## config.mk

```make
export PLATFORM = sky130hd
export DESIGN_NAME = fes_flash_seq
export DESIGN_NICKNAME = d
export VERILOG_FILES = /design/src/fes_pkg.sv /design/src/fes_flash_seq.sv /design/src/fes_op_timer.sv
export SDC_FILE = /design/constraint.sdc
export NUM_CORES = 1
export LEC_CHECK = 0
export BUFFER_PORTS_ARGS = -buffer_cell sky130_fd_sc_hd__buf_2
export CORE_UTILIZATION = 50
export CTS_BUF_LIST = sky130_fd_sc_hd__clkbuf_4 sky130_fd_sc_hd__clkbuf_8 sky130_fd_sc_hd__clkbuf_16
export CTS_CLUSTER_DIAMETER = 120
export DETAILED_ROUTE_END_ITERATION = 6
export PLACE_DENSITY = 0.68
export SLEW_MARGIN = 30
export SYNTH_ARGS = -nofsm -noshare
export SYNTH_HDL_FRONTEND = slang
export SYNTH_SLANG_ARGS = --single-unit
```

## constraint.sdc

```tcl
create_clock -name ref_clk -period 10 [get_ports ref_clk]
set_input_delay 1 -clock ref_clk [delete_from_list [all_inputs] [get_ports ref_clk]]
set_output_delay 1 -clock ref_clk [all_outputs]
set_load 0.02 [all_outputs]
```

## src/fes_pkg.sv

```systemverilog
package fes_pkg;

	// =========================================================
	// Clock and timing
	// =========================================================
	localparam int CLK_MHZ        = 100;
	localparam int CLK_PERIOD_NS  = 10;
	localparam int ERASE_TIME_US  = 1000;
	localparam int PROG_TIME_US   = 200;
	localparam int CHECK_TIME_US  = 20;
	localparam int DLOAD_TIME_US  = 2;
	localparam int SWITCH_TIME_NS = 100;
	localparam int CHECK_CYCLES   = CHECK_TIME_US * CLK_MHZ;
	localparam int DLOAD_CYCLES   = DLOAD_TIME_US * CLK_MHZ;
	localparam int SWITCH_CYCLES  =
		(SWITCH_TIME_NS + CLK_PERIOD_NS - 1) / CLK_PERIOD_NS;
	localparam int TMR_W          = 20;
	localparam logic [1:0] BOOT_WAIT = 2'h3;

	// =========================================================
	// Register byte offsets
	// =========================================================
	localparam logic [11:0] OFS_TDAR   = 12'h000;
	localparam logic [11:0] OFS_CCS    = 12'h004;
	localparam logic [11:0] OFS_KEY    = 12'h008;
	localparam logic [11:0] OFS_MATS   = 12'h00c;
	localparam logic [11:0] OFS_ERASE_BLOCK_SELECT_PARAM   = 12'h010;
	localparam logic [11:0] OFS_FREQ   = 12'h014;
	localparam logic [11:0] OFS_MPDR   = 12'h018;
	localparam logic [11:0] OFS_MPAR   = 12'h01c;
	localparam logic [11:0] OFS_CALL   = 12'h020;
	localparam logic [11:0] OFS_RESULT = 12'h024;
	localparam logic [11:0] OFS_STATUS = 12'h028;

	// =========================================================
	// Values, fields and ranges
	// =========================================================
	localparam logic [31:0] ENTRY_OFS     = 32'h0000_0010;
	localparam logic [31:0] INIT_OFS      = 32'h0000_0020;
	localparam logic [7:0]  KEY_RUN       = 8'h5a;
	localparam logic [7:0]  KEY_DLOAD     = 8'ha5;
	localparam logic [7:0]  MAT_BOOT_CODE = 8'haa;
	localparam logic [7:0]  MAT_USER_CODE = 8'h00;
	localparam logic [7:0]  FREQ_MIN      = 8'h15;
	localparam logic [7:0]  FREQ_MAX      = 8'h22;
	localparam logic [7:0]  NUM_BLOCKS    = 8'h08;
	localparam logic [31:0] FLASH_END     = 32'h0002_0000;
	localparam logic [6:0]  PAGE_MASK     = 7'h7f;
	localparam logic [7:0]  RES_OK        = 8'h00;
	localparam int RES_KEY_BIT   = 1;
	localparam int RES_BLOCK_BIT = 2;
	localparam int RES_MAT_BIT   = 3;
	localparam int RES_PTR_BIT   = 4;
	localparam int RES_FREQ_BIT  = 5;
	localparam int RES_ADDR_BIT  = 6;
	localparam int CCS_SCO_BIT   = 0;
	localparam int CCS_PSEL_BIT  = 1;
	localparam int CCS_DLERR_BIT = 7;

	// Sequencer states, one-hot.
	typedef enum logic [6:0] {
		ST_BOOT   = 7'h01,
		ST_CHECK  = 7'h02,
		ST_IDLE   = 7'h04,
		ST_DLOAD  = 7'h08,
		ST_ERASE  = 7'h10,
		ST_PROG   = 7'h20,
		ST_SWITCH = 7'h40
	} fes_state_e;

	// True when an address falls inside the user flash array.
	function automatic logic fes_in_flash(input logic [31:0] addr);
		return addr < FLASH_END;
	endfunction

endpackage

```

## src/fes_flash_seq.sv

```systemverilog
// The APB interface to the registers and the placing of the registers are this design's own decisions.
`timescale 1ns/1ps
module fes_flash_seq
	import fes_pkg::*;
#(
	parameter int ERASE_CYCLES = ERASE_TIME_US * CLK_MHZ,
	parameter int PROG_CYCLES  = PROG_TIME_US * CLK_MHZ
) (
	// Clock and reset.
	input  wire logic        ref_clk,
	input  wire logic        rst,
	// APB slave.
	input  wire logic        psel,
	input  wire logic        penable,
	input  wire logic        pwrite,
	input  wire logic [11:0] paddr,
	input  wire logic [31:0] pwdata,
	output logic             pready,
	output logic [31:0]      prdata,
	output logic             pslverr,
	// Pins from outside the clock domain.
	input  wire logic        user_boot_pin,
	input  wire logic        standby_req,
	// Status toward the rest of the chip.
	output logic             standby_grant,
	output logic             flash_lock,
	output logic             int_inhibit,
	output logic             boot_array_sel,
	output logic             embedded_sel,
	// Flash array strobes.
	output logic             erase_req,
	output logic             prog_req,
	output logic [7:0]       op_block
);

	typedef struct packed {
		fes_state_e       st;
		logic [1:0]       boot_cnt;
		logic             ub_sync1;
		logic             ub_sync2;
		logic             sb_sync1;
		logic             sb_sync2;
		logic             ub_mode;
		logic [31:0]      download_target_addr_reg;
		logic             prog_sel;
		logic             dl_err;
		logic [1:0]       dl_valid;
		logic [1:0]       init_ok;
		logic [31:0]      base_erase;
		logic [31:0]      base_prog;
		logic [7:0]       flash_key_reg;
		logic [7:0]       array_select_reg;
		logic             mat_boot;
		logic             mat_target;
		logic [7:0]       erase_block_select_param;
		logic [7:0]       op_frequency_param;
		logic [31:0]      program_data_pointer_param;
		logic [31:0]      program_dest_addr_param;
		logic [7:0]       result_flag_param;
		logic             tmr_start;
		logic [TMR_W-1:0] tmr_load;
		logic             pready;
		logic             pslverr;
		logic [31:0]      prdata;
		logic             standby_grant;
		logic             flash_lock;
		logic             int_inhibit;
		logic             embedded_sel;
		logic             erase_req;
		logic             prog_req;
	} fes_top_s;

	fes_top_s s;
	fes_top_s n;

	logic        tmr_done;
	logic        hit;
	logic [31:0] rd;
	logic        wr;
	logic        call_erase;
	logic        call_prog;
	logic [7:0]  err;

	// Operation timer shared by the check, download, erase, program and switch states; boot counts with boot_cnt.
	fes_op_timer u_timer (
		.ref_clk (ref_clk),
		.rst     (rst),
		.start   (s.tmr_start),
		.load    (s.tmr_load),
		.done    (tmr_done)
	);

	// =========================================================
	// Next-state logic
	// =========================================================
	// Bus decode, sequencer and output flops all settle here.
	always_comb begin
		n = s;
		n.ub_sync1 = user_boot_pin;
		n.ub_sync2 = s.ub_sync1;
		n.sb_sync1 = standby_req;
		n.sb_sync2 = s.sb_sync1;
		n.tmr_start = 1'b0;
		n.erase_req = 1'b0;
		n.prog_req  = 1'b0;
		n.pready    = 1'b0;
		n.pslverr   = 1'b0;
		call_erase = 1'b0;
		call_prog  = 1'b0;
		err = RES_OK;
		hit = 1'b1;
		rd  = '0;
		// Read decode; unmapped offsets answer with an error.
		if (paddr == OFS_TDAR) begin
			rd = s.download_target_addr_reg;
		end else if (paddr == OFS_CCS) begin
			rd[CCS_PSEL_BIT]  = s.prog_sel;
			rd[CCS_DLERR_BIT] = s.dl_err;
		end else if (paddr == OFS_KEY) begin
			rd[7:0] = s.flash_key_reg;
		end else if (paddr == OFS_MATS) begin
			rd[7:0] = s.array_select_reg;
		end else if (paddr == OFS_ERASE_BLOCK_SELECT_PARAM) begin
			rd[7:0] = s.erase_block_select_param;
		end else if (paddr == OFS_FREQ) begin
			rd[7:0] = s.op_frequency_param;
		end else if (paddr == OFS_MPDR) begin
			rd = s.program_data_pointer_param;
		end else if (paddr == OFS_MPAR) begin
			rd = s.program_dest_addr_param;
		end else if (paddr == OFS_CALL) begin
			rd = '0;
		end else if (paddr == OFS_RESULT) begin
			rd[7:0] = s.result_flag_param;
		end else if (paddr == OFS_STATUS) begin
			rd = {21'h000000, s.st, s.init_ok, s.ub_mode, s.mat_boot};
		end else begin
			hit = 1'b0;
		end
		// Access phase answered after one wait cycle.
		if (psel && penable && !s.pready) begin
			n.pready  = 1'b1;
			n.pslverr = !hit;
			n.prdata  = hit ? rd : '0;
		end
		wr = psel && penable && s.pready && pwrite && !s.pslverr;

		case (s.st)
			ST_BOOT: begin
				// Wait for the mode pin synchroniser, then latch it.
				if (s.boot_cnt == BOOT_WAIT) begin
					n.ub_mode = s.ub_sync2;
					if (s.ub_sync2) begin
						n.st = ST_CHECK;
						n.tmr_start = 1'b1;
						n.tmr_load = TMR_W'(CHECK_CYCLES);
					end else begin
						n.st = ST_IDLE;
					end
				end else begin
					n.boot_cnt = s.boot_cnt + 2'h1;
				end
			end
			ST_CHECK: begin
				if (tmr_done) begin
					n.st = ST_IDLE;
					n.array_select_reg = MAT_BOOT_CODE;
					n.mat_boot = 1'b1;
				end
			end
			ST_IDLE: begin
				if (wr && paddr == OFS_TDAR) begin
					n.download_target_addr_reg = pwdata;
				end else if (wr && paddr == OFS_KEY) begin
					n.flash_key_reg = pwdata[7:0];
				end else if (wr && paddr == OFS_ERASE_BLOCK_SELECT_PARAM) begin
					n.erase_block_select_param = pwdata[7:0];
				end else if (wr && paddr == OFS_FREQ) begin
					n.op_frequency_param = pwdata[7:0];
				end else if (wr && paddr == OFS_MPDR) begin
					n.program_data_pointer_param = pwdata;
				end else if (wr && paddr == OFS_MPAR) begin
					n.program_dest_addr_param = pwdata;
				end else if (wr && paddr == OFS_CCS) begin
					n.prog_sel = pwdata[CCS_PSEL_BIT];
					if (pwdata[CCS_SCO_BIT]) begin
						if (s.flash_key_reg == KEY_DLOAD) begin
							n.st = ST_DLOAD;
							n.dl_err = 1'b0;
							n.tmr_start = 1'b1;
							n.tmr_load = TMR_W'(DLOAD_CYCLES);
						end else begin
							n.dl_err = 1'b1;
						end
					end
				end else if (wr && paddr == OFS_MATS && s.ub_mode) begin
					// Array switch only exists in user boot mode.
					if (pwdata[7:0] == MAT_BOOT_CODE ||
					    pwdata[7:0] == MAT_USER_CODE) begin
						n.st = ST_SWITCH;
						n.array_select_reg = pwdata[7:0];
						n.mat_target = pwdata[7:0] == MAT_BOOT_CODE;
						n.tmr_start = 1'b1;
						n.tmr_load = TMR_W'(SWITCH_CYCLES);
					end
				end else if (wr && paddr == OFS_CALL) begin
					// Calls only reach a routine that was downloaded.
					if (s.dl_valid[0] &&
					    pwdata == s.base_erase + INIT_OFS) begin
						n.init_ok[0] = s.op_frequency_param >= FREQ_MIN &&
							s.op_frequency_param <= FREQ_MAX;
						n.result_flag_param = n.init_ok[0] ? RES_OK :
							8'h01 << RES_FREQ_BIT;
					end else if (s.dl_valid[1] &&
					    pwdata == s.base_prog + INIT_OFS) begin
						n.init_ok[1] = s.op_frequency_param >= FREQ_MIN &&
							s.op_frequency_param <= FREQ_MAX;
						n.result_flag_param = n.init_ok[1] ? RES_OK :
							8'h01 << RES_FREQ_BIT;
					end else if (s.dl_valid[0] &&
					    pwdata == s.base_erase + ENTRY_OFS) begin
						call_erase = 1'b1;
						err[RES_KEY_BIT] =
							s.flash_key_reg != KEY_RUN;
						err[RES_BLOCK_BIT] =
							s.erase_block_select_param >= NUM_BLOCKS;
						err[RES_MAT_BIT] = s.ub_mode && s.mat_boot;
						err[RES_FREQ_BIT] = !s.init_ok[0];
					end else if (s.dl_valid[1] &&
					    pwdata == s.base_prog + ENTRY_OFS) begin
						call_prog = 1'b1;
						err[RES_KEY_BIT] = s.flash_key_reg != KEY_RUN;
						err[RES_PTR_BIT] = fes_in_flash(
							s.program_data_pointer_param);
						err[RES_ADDR_BIT] =
							!fes_in_flash(s.program_dest_addr_param) ||
							(s.program_dest_addr_param[6:0] & PAGE_MASK)
								!= 7'h00;
						err[RES_MAT_BIT] = s.ub_mode && s.mat_boot;
						err[RES_FREQ_BIT] = !s.init_ok[1];
					end
					if ((call_erase || call_prog) && err != RES_OK) begin
						n.result_flag_param = err;
					end else if (call_erase) begin
						n.st = ST_ERASE;
						n.erase_req = 1'b1;
						n.tmr_start = 1'b1;
						n.tmr_load = TMR_W'(ERASE_CYCLES);
					end else if (call_prog) begin
						n.st = ST_PROG;
						n.prog_req = 1'b1;
						n.tmr_start = 1'b1;
						n.tmr_load = TMR_W'(PROG_CYCLES);
					end
				end
			end
			ST_DLOAD: begin
				// One download per routine; its base is kept.
				if (tmr_done) begin
					n.st = ST_IDLE;
					if (s.prog_sel) begin
						n.dl_valid[1] = 1'b1;
						n.init_ok[1]  = 1'b0;
						n.base_prog   = s.download_target_addr_reg;
					end else begin
						n.dl_valid[0] = 1'b1;
						n.init_ok[0]  = 1'b0;
						n.base_erase  = s.download_target_addr_reg;
					end
				end
			end
			ST_ERASE, ST_PROG: begin
				if (tmr_done) begin
					n.st = ST_IDLE;
					n.result_flag_param = RES_OK;
				end
			end
			ST_SWITCH: begin
				if (tmr_done) begin
					n.st = ST_IDLE;
					n.mat_boot = s.mat_target;
				end
			end
			default: begin
				n.st = ST_IDLE;
			end
		endcase

		// Flash locked during erase, program, switch and check; standby granted only in idle.
		n.flash_lock = n.st == ST_ERASE || n.st == ST_PROG ||
			n.st == ST_SWITCH || n.st == ST_CHECK;
		n.int_inhibit = n.st == ST_CHECK || n.st == ST_SWITCH;
		n.embedded_sel = n.st == ST_DLOAD;
		n.standby_grant = s.sb_sync2 && n.st == ST_IDLE;
	end

	// State register.
	always_ff @(posedge ref_clk or posedge rst) begin
		if (rst) begin
			s <= '0;
			s.st <= ST_BOOT;
		end else begin
			s <= n;
		end
	end

	// Outputs come straight from the state flops.
	assign pready         = s.pready;
	assign prdata         = s.prdata;
	assign pslverr        = s.pslverr;
	assign standby_grant  = s.standby_grant;
	assign flash_lock     = s.flash_lock;
	assign int_inhibit    = s.int_inhibit;
	assign boot_array_sel = s.mat_boot;
	assign embedded_sel   = s.embedded_sel;
	assign erase_req      = s.erase_req;
	assign prog_req       = s.prog_req;
	assign op_block       = s.erase_block_select_param;
endmodule // fes_flash_seq

```

## src/fes_op_timer.sv

```systemverilog
`timescale 1ns/1ps
module fes_op_timer
	import fes_pkg::*;
(
	// Clock and reset.
	input  wire logic             ref_clk,
	input  wire logic             rst,
	// Start with a cycle count, done pulse at the end.
	input  wire logic             start,
	input  wire logic [TMR_W-1:0] load,
	output logic                  done
);

	typedef struct packed {
		logic [TMR_W-1:0] cnt;
		logic             run;
		logic             done;
	} fes_tmr_s;

	fes_tmr_s tmr_reg;
	fes_tmr_s tmr_next;

	// =========================================================
	// Countdown
	// =========================================================
	// A start reloads the count; done pulses once the count runs out.
	always_comb begin
		tmr_next = tmr_reg;
		tmr_next.done = 1'b0;
		if (start) begin
			tmr_next.cnt = load;
			tmr_next.run = 1'b1;
		end else if (tmr_reg.run) begin
			if (tmr_reg.cnt <= TMR_W'(1)) begin
				tmr_next.run  = 1'b0;
				tmr_next.done = 1'b1;
			end else begin
				tmr_next.cnt = tmr_reg.cnt - TMR_W'(1);
			end
		end
	end

	// State register.
	always_ff @(posedge ref_clk or posedge rst) begin
		if (rst) begin
			tmr_reg <= '0;
		end else begin
			tmr_reg <= tmr_next;
		end
	end

	assign done = tmr_reg.done;

endmodule // fes_op_timer

```

==> metrics.txt <==
Crit path largest cell delay 850 ps; Buf/Inv on CP 2; Mapped Nets 1788; final hold viol count 0; DR pass1 iterations 6; post-synthesis cell area 0.0168 mm²; Initial Utilization 0.511; DR DRC count 0; EDFF count, synth 0; postcts setup bufs 0; GP Congestion 0.955; die height 185 µm; Total Wirelength 51700 µm; Worst Path Max Fanout 11; pin count of the biggest net entering global routing 141; Clk Latency, worst-skew pair 570 ps; max reg flops 219; Filler Cell Count 2907; setup TNS 0 ps; Slew @ Worst Pin 1010 ps; async set-or-reset flop fraction in the synthesized netlist 1.00; Final Skew 16.9 ps; endpoint class of the critical path flop; core region area 0.0328 mm²; TritonCTS Buffers 31; H-tree levels 1; Nets 1790; pre-CTS setup slack 5480 ps; post-route ant nets 0; Port-buffer cells 99; crit path launch type flop; GRT Resource Usage Total 0.306; Hold Crit Class reg -> reg; Detailed Place HPWL 38500 µm; wire per inst 23.6 µm; maxcap violations 0; status finished clean; final worst path period share 0.437; initial antenna violation count 0; Leakage 8.36 nW; PnR worst setup slack 5630 ps; slowest stage cell, crit path o41ai_1; total gr overflow 0; Slew Limit Headroom 0.322; Top Ports 100; synth unique cells 84; register area share after synthesis 0.436; CP arrival 4860 ps; Fmax 229 MHz; maximum vdd drop 0.144 mV; clk sinks 292; vias in the first global route 13300; unrepaired setup endpoints after global routing no; Mapped Cells 1729; Hold Slack 349 ps; DIE AREA 0.0342 mm²; Reg clk slew, reported paths 60 ps; PostCTS Resize Cnt 0; DRT iter0 DRCs 1434; Seq cells post-synth 292; CTS root buffer clkbuf_16; Setup-failing EPs final 0; Syn. warnings 0; ys flop type dfrtp_1; layout overhead on the synthesized area 9.65%; Top Family by Delay on Critical Path compound AO/OA/AOI/OAI gates; fin crit period 4370 ps; Die X 185 µm; row cnt 66; Antenna diodes 0; layout cells sized above 1 0.200; pwr dens 146 mW/mm²; type of the worst setup path reg -> reg; first-pass GRT wire length 79300 µm; clock buffer depth 3; Post-Synthesis Mean Instance Area 9.69 µm²; TritonCTS clock tree built; cts hold-fix bufs 0; DR vias/cell 6.38; worst path required time 10490 ps; critical path cell sequence ha_1 -> inv_1 -> or4b_2 -> nor3_1 -> mux2i_1 -> nand3_1 -> o41ai_1 -> inv_1 -> a21oi_1 -> mux2i_1; routed vias 14000; fin. max-slew vios 0
==> power breakdown <==
part           total, mW  switching, mW  internal, mW
combinational      0.193          0.136        0.0574
sequential          1.21         0.0117          1.20
clock               1.28          0.484         0.798
total               2.69          0.631          2.06
==> worst paths after layout <==
check / depth (start not counted) / to / startpoint / slack [ps]
max in group asynchronous: 3 / s[97] / rst / 8270
worst max-delay path: 10 / s[63] / s[172] / 5630
min in group asynchronous: 2 / s[162] / rst / 550
worst min-delay path: 0 / s[270] / n[270] / 350
worst min register to register: 0 / s[270] / n[270] / 350
worst max register to register: 10 / s[63] / s[172] / 5630
==> synthesized netlist by cell type (6+ instances only) <==
cell type / number / area share
nor4_1: 34 / 0.013
a211o_1: 7 / 0.0037
nor3b_1: 9 / 0.0040
and3_1: 19 / 0.0071
or4_1: 9 / 0.0040
o21ai_0: 52 / 0.016
buf_2: 17 / 0.0051
nand4b_1: 12 / 0.0063
mux2i_1: 6 / 0.0036
o21a_1: 9 / 0.0040
inv_1: 26 / 0.0058
ha_1: 8 / 0.0060
a21o_1: 13 / 0.0058
o22ai_1: 6 / 0.0022
nand3_1: 43 / 0.013
buf_4: 44 / 0.020
and4_1: 21 / 0.011
nand2b_1: 10 / 0.0037
a22oi_1: 14 / 0.0063
a22o_1: 6 / 0.0031
a222oi_1: 30 / 0.018
a211oi_1: 14 / 0.0063
nand4_1: 53 / 0.020
dfrtp_1: 291 / 0.43
a31oi_1: 17 / 0.0063
nor3_1: 42 / 0.013
a21oi_1: 69 / 0.021
nor2b_1: 13 / 0.0049
o31ai_1: 8 / 0.0036
nand3b_1: 9 / 0.0040
nor2_1: 134 / 0.030
and2_1: 11 / 0.0041
a221oi_1: 7 / 0.0037
clkbuf_1: 77 / 0.017
xnor2_1: 67 / 0.035
or3_1: 17 / 0.0063
nand2_1: 198 / 0.044
xor2_1: 62 / 0.032
mux2_2: 145 / 0.097
==> cell families (layout without fill, tap and decap cells) <==
kind of cell    count (synthesis)  after routing  synth area share
fa+ha+maj                       8              8           0.00597
mux                           151            151             0.101
flops                         292            292             0.436
simple gates                  670            670             0.209
xor+xnor                      130            130            0.0688
buf+inv                       170            195            0.0500
compound gates                308            308             0.129
==> cell usage in the layout, fill, tap and decap left out, types with 10 or more instances in the layout <==
master,n
a21oi_1,69
and2_1,11
nand4_1,53
clkbuf_16,31
nor2b_1,13
mux2_2,145
dfrtp_1,291
buf_2,99
nor4_1,34
and3_1,18
and4_1,21
a31oi_1,17
o21ai_0,52
nand2b_1,10
a222oi_1,30
xnor2_1,67
or3_1,17
nand3_1,43
inv_1,25
a211oi_1,14
buf_4,12
a21o_1,13
nand2_1,198
nor3_1,41
a22oi_1,14
nand4b_1,12
xor2_1,62
nor2_1,131
==> final cells by class <==
cell class | instances | area, µm² | share of cell area
multi-input combinational | 1267 | 8640 | 0.470
tap | 442 | 553 | 0.0301
sequential | 292 | 7310 | 0.398
inverter | 26 | 110 | 0.00599
timing repair buffer | 113 | 608 | 0.0331
clock inverter | 18 | 283 | 0.0154
clock buffer | 38 | 872 | 0.0475
==> metal layers <==
layer,track usage,vias up,part of all wire
met5,0,-,0
met4,0.0820,0,0.026
met3,0.0531,93,0.084
met2,0.451,629,0.43
met1,0.461,6996,0.46
li1,-,6297,-
==> through the flow <==
step	util	total power [mW]	std cells	area, µm²
2_1_floorplan	-	1.38	1729	16800
6_report	0.560	2.69	2196	18400
5_1_grt	0.560	2.78	2196	18400
4_1_cts	0.560	2.70	2196	18400
3_3_place_gp	0.525	1.43	2140	17200
3_5_place_dp	0.525	1.43	2140	17200
Note: power is estimated with default switching activity, not from simulation.
